<file path="src/logic/vts_pkg.sv">
// Shared constants, codes and carriers of the voltage transformer supervision block.
// Assumes magnitudes in 0.01 x Un steps and angles in 0.1 degree steps.
package vts_pkg;
    localparam int MAG_W = 12;
    localparam int ANG_W = 12;
    localparam int NCH = 3;
    localparam int UPDATE_MS = 5;
    localparam int ANGLE_LAG_MS = 40;
    localparam int PREFAULT_MS = 20;
    localparam int HIST_N = ANGLE_LAG_MS / UPDATE_MS;
    localparam int PF_N = PREFAULT_MS / UPDATE_MS;
    localparam int CLK_HZ = 100_000_000;
    localparam int STAMP_MS = 1;
    localparam int STAMP_CYC = CLK_HZ / 1000 * STAMP_MS;
    localparam int DLY_W = 19;
    localparam logic [DLY_W-1:0] DLY_MAX = 19'h57E40;
    localparam logic [DLY_W-1:0] DLY_RST = 19'h000C8;
    localparam logic [ANG_W-1:0] ANG_FULL = 12'hE10;
    localparam logic [ANG_W-1:0] ANG_HALF = 12'h708;
    localparam logic [MAG_W-1:0] DEAD_LIM = 12'h005;

    localparam logic [7:0] OFS_MODE = 8'h00;
    localparam logic [7:0] OFS_FORCE = 8'h04;
    localparam logic [7:0] OFS_LOW = 8'h08;
    localparam logic [7:0] OFS_HIGH = 8'h0C;
    localparam logic [7:0] OFS_ANG = 8'h10;
    localparam logic [7:0] OFS_CTRL = 8'h14;
    localparam logic [7:0] OFS_DLY = 8'h18;
    localparam logic [7:0] OFS_STAT = 8'h1C;
    localparam logic [7:0] OFS_REMAIN = 8'h20;
    localparam logic [7:0] OFS_PF0 = 8'h24;

    localparam logic [2:0] FORCE_RST = 3'h0;
    localparam logic [6:0] LOW_RST = 7'h05;
    localparam logic [6:0] LOW_MIN = 7'h05;
    localparam logic [6:0] LOW_MAX = 7'h32;
    localparam logic [6:0] HIGH_RST = 7'h50;
    localparam logic [6:0] HIGH_MIN = 7'h01;
    localparam logic [6:0] HIGH_MAX = 7'h6E;
    localparam logic [9:0] ANG_RST = 10'h032;
    localparam logic [9:0] ANG_MIN = 10'h014;
    localparam logic [9:0] ANG_MAX = 10'h384;
    localparam logic [2:0] CTRL_RST = 3'h3;
    localparam int CTRL_BUS_CHK = 0;
    localparam int CTRL_LINE_CHK = 1;
    localparam int CTRL_PHASE_SEL = 2;
    localparam int ST_OUT_LSB = 0;
    localparam int ST_MODE_LSB = 4;
    localparam int ST_COND_LSB = 8;
    localparam int ST_BUS_LSB = 12;
    localparam int ST_PU_BIT = 16;

    typedef enum logic [2:0] {
        MODE_ON = 3'h1, MODE_BLOCKED = 3'h2, MODE_TEST = 3'h3,
        MODE_TEST_BLK = 3'h4, MODE_OFF = 3'h5
    } vts_mode_e;
    typedef enum logic [2:0] {
        COND_NORMAL = 3'h0, COND_START = 3'h1, COND_LINE_FAIL = 3'h2,
        COND_BUS_FAIL = 3'h3, COND_BLOCKED = 3'h4
    } vts_cond_e;
    typedef enum logic [2:0] {
        BUS_DEAD = 3'h0, BUS_OK = 3'h1, BUS_REV = 3'h2,
        BUS_UNDEF = 3'h3, BUS_PROBLEM = 3'h4
    } vts_bus_e;
    typedef enum logic [1:0] {
        ST_IDLE = 2'b00, ST_TIME = 2'b01, ST_ALARM = 2'b10
    } vts_st_e;

    typedef struct packed {
        logic [NCH-1:0][MAG_W-1:0] line_mag;
        logic [NCH-1:0][MAG_W-1:0] phase_mag;
        logic [NCH-1:0][ANG_W-1:0] line_ang;
        logic [NCH-1:0][ANG_W-1:0] phase_ang;
        logic [MAG_W-1:0] positive_seq_voltage;
        logic [MAG_W-1:0] negative_seq_voltage;
        logic [MAG_W-1:0] zero_seq_voltage;
    } vts_meas_s;
    typedef struct packed {
        logic blocked;
        logic alarm_line;
        logic alarm_bus;
        logic start;
    } vts_out_s;
    typedef struct packed {
        logic [3:0] rise;
        logic [3:0] fall;
        logic [31:0] stamp_ms;
    } vts_evt_s;
endpackage

</file>
<file path="src/logic/vts_supervision.sv">
// Voltage transformer supervision core with its APB register file and event stamping.
// Assumes meas_valid strobes once per 5 ms update and an APB master on clk_sys.
module vts_supervision
    import vts_pkg::*;
#(
    parameter int STAMP_CYCLES = STAMP_CYC
) (
    input wire logic clk_sys,
    input wire logic rst_n,
    input wire logic clk_en,
    input wire logic psel,
    input wire logic penable,
    input wire logic pwrite,
    input wire logic [7:0] paddr,
    input wire logic [31:0] pwdata,
    output logic [31:0] prdata,
    output logic pready,
    output logic pslverr,
    input wire logic meas_valid,
    input wire vts_meas_s meas,
    input wire logic block_in,
    input wire logic bus_breaker_trip_input,
    input wire logic line_breaker_trip_input,
    input wire logic stage_forcing_en,
    output vts_out_s outs,
    output logic evt_valid,
    output vts_evt_s evt
);
    localparam int MSC_W = $clog2(STAMP_CYCLES);
    localparam int CNT_W = DLY_W + 1;

    logic [2:0] mode_r;
    logic [2:0] force_r;
    logic [6:0] low_r;
    logic [6:0] high_r;
    logic [9:0] ang_lim_r;
    logic [2:0] ctrl_r;
    logic [DLY_W-1:0] dly_r;
    vts_st_e st_r;
    vts_st_e st_nxt;
    logic [CNT_W-1:0] cnt_r;
    logic [CNT_W-1:0] cnt_nxt;
    vts_out_s outs_r;
    vts_out_s outs_nxt;
    logic [2:0] cond_r;
    logic [2:0] cond_nxt;
    logic [2:0] bus_r;
    logic pickup_r;
    logic [MAG_W-1:0] pf_r [NCH];
    logic [NCH-1:0] lo_v;
    logic [NCH-1:0] hi_v;
    logic [NCH-1:0] small_v;
    logic [NCH-1:0] dead_v;
    logic [NCH-1:0] pf_hit;
    logic [31:0] pf_or;
    logic [31:0] stat_w;
    logic [MSC_W-1:0] msc_r;
    logic [31:0] stamp_r;
    logic evt_valid_r;
    vts_evt_s evt_r;
    logic [31:0] prdata_r;
    logic pslverr_r;
    logic vld_r;
    logic cap;

    // Bus slave: read data is caught in the setup cycle, so access has no wait state.
    wire upd = clk_en & meas_valid;
    wire apb_done = psel & penable & pready;
    wire wr = apb_done & pwrite;
    assign pready = psel & penable & clk_en & vld_r;

    wire hit_mode = paddr == OFS_MODE;
    wire hit_force = paddr == OFS_FORCE;
    wire hit_low = paddr == OFS_LOW;
    wire hit_high = paddr == OFS_HIGH;
    wire hit_ang = paddr == OFS_ANG;
    wire hit_ctrl = paddr == OFS_CTRL;
    wire hit_dly = paddr == OFS_DLY;
    wire hit_stat = paddr == OFS_STAT;
    wire hit_rem = paddr == OFS_REMAIN;
    wire known = hit_mode | hit_force | hit_low | hit_high | hit_ang | hit_ctrl
        | hit_dly | hit_stat | hit_rem | (|pf_hit);

    // Out-of-range setting writes are dropped so the block never runs on an illegal code.
    wire ok_mode = pwdata >= 32'(MODE_ON) && pwdata <= 32'(MODE_OFF);
    wire ok_force = pwdata <= 32'(COND_BLOCKED);
    wire ok_low = pwdata >= 32'(LOW_MIN) && pwdata <= 32'(LOW_MAX);
    wire ok_high = pwdata >= 32'(HIGH_MIN) && pwdata <= 32'(HIGH_MAX);
    wire ok_ang = pwdata >= 32'(ANG_MIN) && pwdata <= 32'(ANG_MAX);
    wire ok_dly = pwdata <= 32'(DLY_MAX);
    wire we_mode = wr & hit_mode & ok_mode;
    wire we_force = wr & hit_force & ok_force;
    wire we_low = wr & hit_low & ok_low;
    wire we_high = wr & hit_high & ok_high;
    wire we_ang = wr & hit_ang & ok_ang;
    wire we_ctrl = wr & hit_ctrl;
    wire we_dly = wr & hit_dly & ok_dly;

    always_ff @(posedge clk_sys or negedge rst_n) begin
        if (!rst_n) begin
            mode_r <= MODE_ON;
            force_r <= FORCE_RST;
            low_r <= LOW_RST;
            high_r <= HIGH_RST;
            ang_lim_r <= ANG_RST;
            ctrl_r <= CTRL_RST;
            dly_r <= DLY_RST;
        end else if (clk_en) begin
            if (we_mode) mode_r <= pwdata[2:0];
            if (we_force) force_r <= pwdata[2:0];
            if (we_low) low_r <= pwdata[6:0];
            if (we_high) high_r <= pwdata[6:0];
            if (we_ang) ang_lim_r <= pwdata[9:0];
            if (we_ctrl) ctrl_r <= pwdata[2:0];
            if (we_dly) dly_r <= pwdata[DLY_W-1:0];
        end
    end

    // Supervised channel set, history, angle shift and pre-fault average per channel.
    for (genvar c = 0; c < NCH; c++) begin : g_ch
        wire [MAG_W-1:0] mag = ctrl_r[CTRL_PHASE_SEL] ? meas.phase_mag[c]
            : meas.line_mag[c];
        wire [ANG_W-1:0] ang = ctrl_r[CTRL_PHASE_SEL] ? meas.phase_ang[c]
            : meas.line_ang[c];
        logic [MAG_W-1:0] mh_r [HIST_N];
        logic [ANG_W-1:0] ah_r [HIST_N];
        logic [MAG_W+1:0] sum;
        wire [ANG_W-1:0] old = ah_r[HIST_N-1];
        wire [ANG_W-1:0] d0 = (ang >= old) ? ang - old : old - ang;
        wire [ANG_W-1:0] adiff = (d0 > ANG_HALF) ? ANG_FULL - d0 : d0;
        assign lo_v[c] = mag < {5'h00, low_r};
        assign hi_v[c] = mag > {5'h00, high_r};
        assign small_v[c] = adiff < {2'h0, ang_lim_r};
        assign dead_v[c] = mag < DEAD_LIM;
        assign pf_hit[c] = paddr == OFS_PF0 + 8'(4 * c);

        always_comb begin
            sum = '0;
            for (int i = HIST_N - PF_N; i < HIST_N; i++) begin
                sum = sum + {2'b00, mh_r[i]};
            end
        end

        always_ff @(posedge clk_sys or negedge rst_n) begin
            if (!rst_n) begin
                for (int i = 0; i < HIST_N; i++) begin
                    mh_r[i] <= '0;
                    ah_r[i] <= '0;
                end
                pf_r[c] <= '0;
            end else if (upd) begin
                mh_r[0] <= mag;
                ah_r[0] <= ang;
                for (int i = 1; i < HIST_N; i++) begin
                    mh_r[i] <= mh_r[i-1];
                    ah_r[i] <= ah_r[i-1];
                end
                if (cap) pf_r[c] <= MAG_W'(sum / (MAG_W + 2)'(PF_N));
            end
        end
    end

    always_comb begin
        pf_or = '0;
        for (int c = 0; c < NCH; c++) begin
            if (pf_hit[c]) pf_or = pf_or | {20'h00000, pf_r[c]};
        end
    end

    // Pick-up sources and blocking, all sampled at the update strobe.
    wire hi2 = (hi_v[0] & hi_v[1]) | (hi_v[0] & hi_v[2]) | (hi_v[1] & hi_v[2]);
    wire volt_pu = ((|lo_v) | hi2) & ~(&small_v);
    wire fuse_bus = ctrl_r[CTRL_BUS_CHK] & bus_breaker_trip_input;
    wire fuse_line = ctrl_r[CTRL_LINE_CHK] & line_breaker_trip_input;
    wire pickup = volt_pu | fuse_bus | fuse_line;
    wire is_off = mode_r == MODE_OFF;
    wire blk = block_in | (mode_r == MODE_BLOCKED) | (mode_r == MODE_TEST_BLK);
    wire run = pickup & ~blk;
    wire [CNT_W-1:0] cnt_cap = {1'b0, dly_r} + {1'b0, DLY_MAX};
    wire [CNT_W-1:0] cnt_inc = (cnt_r >= cnt_cap) ? cnt_r : cnt_r + 1'b1;

    always_comb begin
        st_nxt = ST_IDLE;
        outs_nxt = '0;
        cond_nxt = COND_NORMAL;
        unique case (st_r)
            ST_IDLE: cnt_nxt = '0;
            ST_TIME, ST_ALARM: cnt_nxt = cnt_inc;
            default: cnt_nxt = '0;
        endcase
        if (run) begin
            st_nxt = (cnt_nxt >= {1'b0, dly_r}) ? ST_ALARM : ST_TIME;
        end else begin
            cnt_nxt = '0;
        end
        outs_nxt.start = run;
        outs_nxt.blocked = pickup & blk;
        if (st_nxt == ST_ALARM) begin
            outs_nxt.alarm_line = fuse_line;
            outs_nxt.alarm_bus = fuse_bus | volt_pu;
        end
        if (outs_nxt.blocked) cond_nxt = COND_BLOCKED;
        else if (outs_nxt.alarm_line) cond_nxt = COND_LINE_FAIL;
        else if (outs_nxt.alarm_bus) cond_nxt = COND_BUS_FAIL;
        else if (outs_nxt.start) cond_nxt = COND_START;
        if (stage_forcing_en) begin
            st_nxt = ST_IDLE;
            cnt_nxt = '0;
            cond_nxt = force_r;
            outs_nxt.start = force_r == COND_START;
            outs_nxt.alarm_line = force_r == COND_LINE_FAIL;
            outs_nxt.alarm_bus = force_r == COND_BUS_FAIL;
            outs_nxt.blocked = force_r == COND_BLOCKED;
        end
        if (is_off) begin
            st_nxt = ST_IDLE;
            cnt_nxt = '0;
            outs_nxt = '0;
            cond_nxt = COND_NORMAL;
        end
    end

    // Sequence check: a large zero sequence leaves the rotation undefined.
    wire [MAG_W-1:0] ps = meas.positive_seq_voltage;
    wire [MAG_W-1:0] ns = meas.negative_seq_voltage;
    wire [MAG_W-1:0] zs = meas.zero_seq_voltage;
    wire [2:0] seq_code = (ps > ns && zs <= ps) ? BUS_OK
        : (ns > ps && zs <= ns) ? BUS_REV : BUS_UNDEF;
    wire [2:0] bus_nxt = (is_off | (&dead_v)) ? BUS_DEAD
        : pickup ? BUS_PROBLEM : seq_code;

    assign cap = (outs_nxt.start & ~outs_r.start)
        | ((outs_nxt.alarm_bus | outs_nxt.alarm_line) & ~(outs_r.alarm_bus | outs_r.alarm_line));
    wire chg = outs_nxt != outs_r;

    always_ff @(posedge clk_sys or negedge rst_n) begin
        if (!rst_n) begin
            st_r <= ST_IDLE;
            cnt_r <= '0;
            outs_r <= '0;
            cond_r <= COND_NORMAL;
            bus_r <= BUS_DEAD;
            pickup_r <= 1'b0;
        end else if (upd) begin
            st_r <= st_nxt;
            cnt_r <= cnt_nxt;
            outs_r <= outs_nxt;
            cond_r <= cond_nxt;
            bus_r <= bus_nxt;
            pickup_r <= pickup & ~is_off;
        end
    end

    // Millisecond stamp; the event carries all edges of one update in one word.
    always_ff @(posedge clk_sys or negedge rst_n) begin
        if (!rst_n) begin
            msc_r <= '0;
            stamp_r <= '0;
            evt_valid_r <= 1'b0;
            evt_r <= '0;
        end else if (clk_en) begin
            msc_r <= (msc_r == MSC_W'(STAMP_CYCLES - 1)) ? '0 : msc_r + 1'b1;
            if (msc_r == MSC_W'(STAMP_CYCLES - 1)) stamp_r <= stamp_r + 1'b1;
            evt_valid_r <= upd & chg;
            if (upd & chg) begin
                evt_r.rise <= outs_nxt & ~outs_r;
                evt_r.fall <= ~outs_nxt & outs_r;
                evt_r.stamp_ms <= stamp_r;
            end
        end
    end

    wire signed [CNT_W:0] remain = (st_r == ST_IDLE) ? '0
        : $signed({2'b00, dly_r}) - $signed({1'b0, cnt_r});

    always_comb begin
        stat_w = '0;
        stat_w[ST_OUT_LSB +: 4] = outs_r;
        stat_w[ST_MODE_LSB +: 3] = mode_r;
        stat_w[ST_COND_LSB +: 3] = cond_r;
        stat_w[ST_BUS_LSB +: 3] = bus_r;
        stat_w[ST_PU_BIT] = pickup_r;
    end

    wire [31:0] rd_val = hit_mode ? {29'h0, mode_r}
        : hit_force ? {29'h0, force_r}
        : hit_low ? {25'h0, low_r}
        : hit_high ? {25'h0, high_r}
        : hit_ang ? {22'h0, ang_lim_r}
        : hit_ctrl ? {29'h0, ctrl_r}
        : hit_dly ? {13'h0, dly_r}
        : hit_stat ? stat_w
        : hit_rem ? {{11{remain[CNT_W]}}, remain}
        : pf_or;

    always_ff @(posedge clk_sys or negedge rst_n) begin
        if (!rst_n) begin
            vld_r <= 1'b0;
            prdata_r <= '0;
            pslverr_r <= 1'b0;
        end else if (clk_en) begin
            vld_r <= psel & ~apb_done;
            if (psel & ~vld_r) begin
                prdata_r <= rd_val;
                pslverr_r <= ~known;
            end
        end
    end

    assign prdata = prdata_r;
    assign pslverr = pslverr_r;
    assign outs = outs_r;
    assign evt_valid = evt_valid_r;
    assign evt = evt_r;
endmodule

</file>
<file path="config.mk">
export PLATFORM = sky130hd
export DESIGN_NAME = vts_supervision
export DESIGN_NICKNAME = d
export VERILOG_FILES = /design/src/logic/vts_pkg.sv /design/src/logic/vts_supervision.sv
export SDC_FILE = /design/constraint.sdc
export NUM_CORES = 2
export LEC_CHECK = 0
export ABC_CLOCK_PERIOD_IN_PS = 7750
export BUFFER_PORTS_ARGS = -buffer_cell sky130_fd_sc_hd__buf_2
export CORE_MARGIN = 4
export CORE_UTILIZATION = 57
export CTS_BUF_LIST = sky130_fd_sc_hd__clkbuf_8
export DETAILED_ROUTE_END_ITERATION = 8
export PLACE_DENSITY = 0.79
export SETUP_SLACK_MARGIN = 0.15
export SYNTH_ARGS = -nofsm -noshare
export SYNTH_HDL_FRONTEND = slang
export SYNTH_SLANG_ARGS = --single-unit
export TNS_END_PERCENT = 10
</file>
<file path="constraint.sdc">
create_clock -name clk_sys -period 7.75 [get_ports clk_sys]
set_input_delay 1.55 -clock clk_sys [delete_from_list [all_inputs] [get_ports clk_sys]]
set_output_delay 1.55 -clock clk_sys [all_outputs]
set_load 0.01 [all_outputs]
</file>
# --- Word level (Yosys, flattened, before mapping) ---
# Cells that the tools add are included.
totals:
  ff_bits: 821
  out_inout_bits: 79
classes:
  n_reduce_logical: 24
  bitwise: 67
  n_lt_le_gt_ge: 33
  muxes: 48
  eq_ne: 23
  add_sub_neg: 23
ops:
  columns: ["cell", "n"]
  rows:
  - ["$mux W32", 11]
  - ["$mux W12", 13]
  - ["$mux W20", 5]
  - ["$sub A12 B12 Y12", 6]
  - ["$le A32 B3 Y1 const B", 2]
  - ["$or A32 B12 Y32", 2]
  - ["$add A13 B12 Y14", 3]
  - ["$add A14 B12 Y14", 3]
  - ["$add A12 B12 Y13", 3]
  - ["$ge A12 B12 Y1", 3]
  - ["$gt A12 B11 Y1 const B", 3]
  - ["$gt A12 B7 Y1", 3]
  - ["$lt A12 B10 Y1", 3]
  - ["$lt A12 B3 Y1 const B", 3]
  - ["$lt A12 B7 Y1", 3]
  - ["$sub A12 B12 Y12 const A", 3]
  - ["$and A1 B1 Y1", 33]
  - ["$add A32 B1 Y32 const B", 1]
  - ["$eq A8 B5 Y1 const B", 4]
  - ["$eq A8 B6 Y1 const B", 4]
  - ["$ge A32 B1 Y1 const B", 1]
  - ["$ge A32 B3 Y1 const B", 1]
  - ["$ge A32 B5 Y1 const B", 1]
  - ["$le A32 B10 Y1 const B", 1]
  - ["other kinds (37)", 103]

# --- Logic depth before layout (Yosys ltp) ---
depth:
  depth_word: 21
  depth_mapped: 40
  depth_no_buf: 34

# --- Worst setup path after synthesis ---
# No wires, ideal clock.
synth_timing:
  path_type: "register to register"
  from: "register ctrl_r[2]"
  to: "register evt_r (netlist bit evt[0])"
  path_stages_with_launch: 35
  t_required_ps: 7625
  path_buffers: 6
  arrival_ps: 8157
  setup_time_ps: 125
  setup_slack_ps: -532
  cell_sequence: "dfrtp_1 clkbuf_1 buf_1 clkbuf_1 buf_1 mux2i_1 inv_1 fa_1 nand3_1 a311oi_2 a211oi_4 mux2i_1 or3b_2 o211ai_1 o31a_1 clkbuf_1 nor2_1 xnor2_1 ha_1 nor2b_1 o21ai_0 a21oi_1 o21a_1 o2111ai_1 and4b_1 o2111ai_1 nor3_1 o211ai_2 a21oi_1 nor2_1 ha_1 nand4_1 nand2_1 buf_1 mux2_2"
synth_rtl:
  columns: ["element", "line_no", "source"]
  rows:
  - ["from (decl)", "vts_supervision.sv:37", "logic [2:0] ctrl_r;"]
  - ["from (signal assigned)", "vts_supervision.sv:114", "if (we_ctrl) ctrl_r <= pwdata[2:0];"]
  - ["to (decl)", "vts_supervision.sv:60", "vts_evt_s evt_r;"]

==> flow_metrics.py <==
metrics = {
    "timing": {
        "hold_viol_final": 0,
        "setup_ws_ns": 0.430,
        "slew_headroom": 0.259,
        "layout_worst_path_cycle_share": 0.945,
        "period_needed_ns": 7.32,
        "tightest_slew_ns": 1.11,
        "finClkSkew_ns": 0.0657,
        "hold-worst-slack_ns": 0.462,
        "rsz0062_at_grt": "false",
        "maxSlewViolCount": 0,
        "setup_viol_count_final": 0,
        "fmax_mhz": 137,
    },
    "min_path": {
        "worstHoldPathType": "flip-flop to flip-flop",
        "min_to": "g_ch[1].mh_r[80]",
        "hold_depth": 2,
        "hp-start": "g_ch[1].mh_r[92]",
    },
    "pwr": {
        "powerDensity_mw_per_mm2": 268,
        "p_sw_mw": 4.61,
        "intPower_mw": 9.14,
        "leakagePower_nw": 26.8,
        "p_sw_frac": 0.335,
        "clkPwrFrac": 0.296,
        "p_comb_frac": 0.314,
        "sequentialPowerShare": 0.390,
        "ir_drop_uv": 159,
    },
    "clock_network": {
        "insertion_delay_ns": 0.82,
        "postCtsHoldBufs": 0,
        "htree_levels": 4,
        "cts.clk_slew.worst_paths_ns": 0.06,
        "cts-root-buf": "clkbuf_8",
        "cts_made_buffers": 138,
        "clockBufferDepth": 3,
        "clock-sinks": 810,
        "cts_tree": "done",
    },
    "setup_path": {
        "rr_startpoint": "ctrl_r[2]",
        "start_kind": "flip-flop",
        "cp_max_fo": 13,
        "cp.arrival_ns": 8.03,
        "worstPathRequired_ns": 8.46,
        "slowest_delay_ns": 0.53,
        "cp_slowest_cell": "dfrtp_4",
        "critical_path_class": "flip-flop to flip-flop",
        "reg2reg_to": "evt[26]",
        "worstRegToRegCells": 36,
        "worst_path_most_repeated_cell": "a21oi_1",
        "endpoint_kind": "flip-flop",
        "rrSetupSlack_ns": 0.43,
    },
    "drt": {
        "drt_first_pass_iters": 8,
        "drt_iter0_drc": 3061,
        "drc": 0,
        "antenna_left": 0,
        "wl_per_cell_um": 16.7,
        "vias": 35133,
        "drt-total-wl_mm": 107,
        "via_per_inst": 5.48,
    },
    "synth": {
        "ys_types": 104,
        "ys_warn_count": 0,
        "netlist_area_mm2": 0.0444,
        "async_flop_share": 1.00,
        "yosysSeqAreaShare": 0.456,
        "synth_nets": 5399,
        "synthCells": 4811,
        "synth_edf_count": 0,
        "synth_top_flop_cell": "dfrtp_1",
        "ys_ff_latch": 810,
        "syn_avg_cell_area_um2": 9.24,
    },
    "finish": {
        "fill_cells": 6217,
        "seq_area_mm2": 0.0203,
        "layout_commonest_cell": "nand2_1",
        "mostFrequentLayoutCells": "nand2_1 (1619), dfrtp_1 (796), buf_2 (308)",
        "area_growth_pct": 15.5,
        "final_core_util": 0.664,
        "nets": 5849,
        "multiInputGateArea_mm2": 0.0225,
        "instances_no_fill": 6416,
        "stdcell_area_mm2": 0.0513,
        "drive_above_1_share": 0.175,
    },
    "place": {
        "dpl_cell_area_mm2": 0.0481,
        "dp_slack_ns": -0.469,
        "gp_congestion": 0.913,
        "place_inst": 6151,
        "place_hpwl_mm": 76.4,
        "numPortBuffers": 309,
    },
    "die": {
        "ios": 310,
        "die-height_um": 287,
        "core.rowCount": 102,
        "fp.dieW_um": 287,
        "initial_utilization": 0.575,
        "die_area_mm2": 0.0825,
        "core_mm2": 0.0773,
    },
    "flow_run": {
        "max-cap-violations": 0,
    },
    "status": {
        "status": "finished, final reports clean",
    },
    "grt": {
        "grt_pass1_vias": 34792,
        "grtUsageMet3": 0.0531,
        "top_usage_layer": "met2",
        "grt_pass1_wl_mm": 174,
        "antenna_found_initial": 8,
        "grt_util_met1": 0.329,
        "grt_overflow": 0,
        "grt_max_degree": 220,
        "grtUsageMet2": 0.432,
        "grt_use_total": 0.258,
    },
}
## flip-flops by register name (all words and copies together) (netlist names), 2 cells and up
signal	count
ang_lim_r	10
cnt_r	20
st_r	2
force_r	3
stamp_r	32
mode_r	3
ctrl_r	3
bus_r	3
dly_r	19
cond_r	3
g_ch.ah_r	252
evt	40
msc_r	17
g_ch.old	36
pf_r	36
g_ch.mh_r	288
high_r	7
outs	4
low_r	7
prdata	21
## layer usage
metal | vias up | part of all wire | routed length (um)
met4 | 2 | 0.036 | 3850
met5 | - | 0.00012 | 13
met1 | 17065 | 0.42 | 44600
li1 | 16935 | - | -
met2 | 884 | 0.49 | 52900
met3 | 247 | 0.055 | 5870
## cell type report
type | instances | share of cell area
inverters | 241 | 0.0176
flip-flops and latches | 810 | 0.395
clock buffers | 172 | 0.0461
well taps | 1040 | 0.0254
diodes | 8 | 0.000390
multi-input cells | 3546 | 0.438
clock inverters | 75 | 0.0117
repair buffers | 524 | 0.0659
## stage by stage
| stage | setup TNS [ns] | power, mW |
|---|---|---|
| 6_report | 0 | 13.8 |
| 5_1_grt | 0 | 14.7 |
| 4_1_cts | 0 | 13.8 |
| 3_5_place_dp | -27.52 | 9.63 |
| 3_3_place_gp | -17.67 | 9.47 |
| 2_1_floorplan | 0 | 8.16 |
## worst max-delay path by stage
stage	startpoint	to	depth (start not counted)	slack, ns
floorplan	ctrl_r[2]	evt[0]	37	0.16
global placement	meas[60]	evt[8]	34	-0.33
detailed placement	meas[60]	evt[13]	34	-0.47
CTS	ctrl_r[2]	evt[1]	32	0.31
global route	ctrl_r[2]	evt[26]	36	0.11
finish	ctrl_r[2]	evt[26]	36	0.43
## worst max-delay path, delay by kind of cell, from the launching register on
kind / cells / cell delay, ns
buffers and inverters: 7 / 1.29
muxes: 2 / 0.60
AOI/OAI and AO/OA: 14 / 2.42
adders and majority gates: 3 / 0.84
xor gates and xnor gates: 1 / 0.20
DFF: 1 / 0.53
and+or+nand+nor: 9 / 1.37
## logic make-up after synthesis
logic type | after synthesis | share of synthesized area
adder cells (fa/ha/maj) | 358 | 0.114
AO/OA/AOI/OAI | 673 | 0.0991
multiplexers | 222 | 0.0559
buffers and inverters | 455 | 0.0417
AND/OR/NAND/NOR | 2129 | 0.200
XOR/XNOR | 164 | 0.0327
flip-flops | 810 | 0.456
## synthesized netlist by cell type (34+ instances only)
cell type,instances,area share
nand2_1,1621,0.14
dfrtp_1,797,0.45
ha_1,278,0.078
inv_1,241,0.020
o21ai_0,232,0.026
clkbuf_1,161,0.014
nor2_1,148,0.013
a21oi_1,118,0.013
xnor2_1,111,0.022
mux2_2,100,0.025
mux2i_1,94,0.021
fa_1,79,0.036
nand3_1,64,0.0072
a21o_1,62,0.010
nand4_1,58,0.0082
xor2_1,51,0.010
nor3_1,38,0.0043
nand2b_1,35,0.0049
o21a_1,34,0.0057
## power groups by stage
stage / sequential, mW / combinational (mW) / clock, mW
after floorplan: 5.30 / 2.86 / 0
after global placement: 5.40 / 4.07 / 0
after detailed placement: 5.43 / 4.20 / 0
after CTS: 5.36 / 4.26 / 4.16
after global routing: 5.45 / 4.85 / 4.36
final: 5.37 / 4.31 / 4.08
## what timing repair did
action / 4_1_cts / 5_1_grt
gates resized for setup: 0 / 30
setup buffers: 0 / 7
hold endpoints to repair: 0 / 0
setup endpoints to repair: 0 / 77
Note: power is estimated with default switching activity, not from simulation.
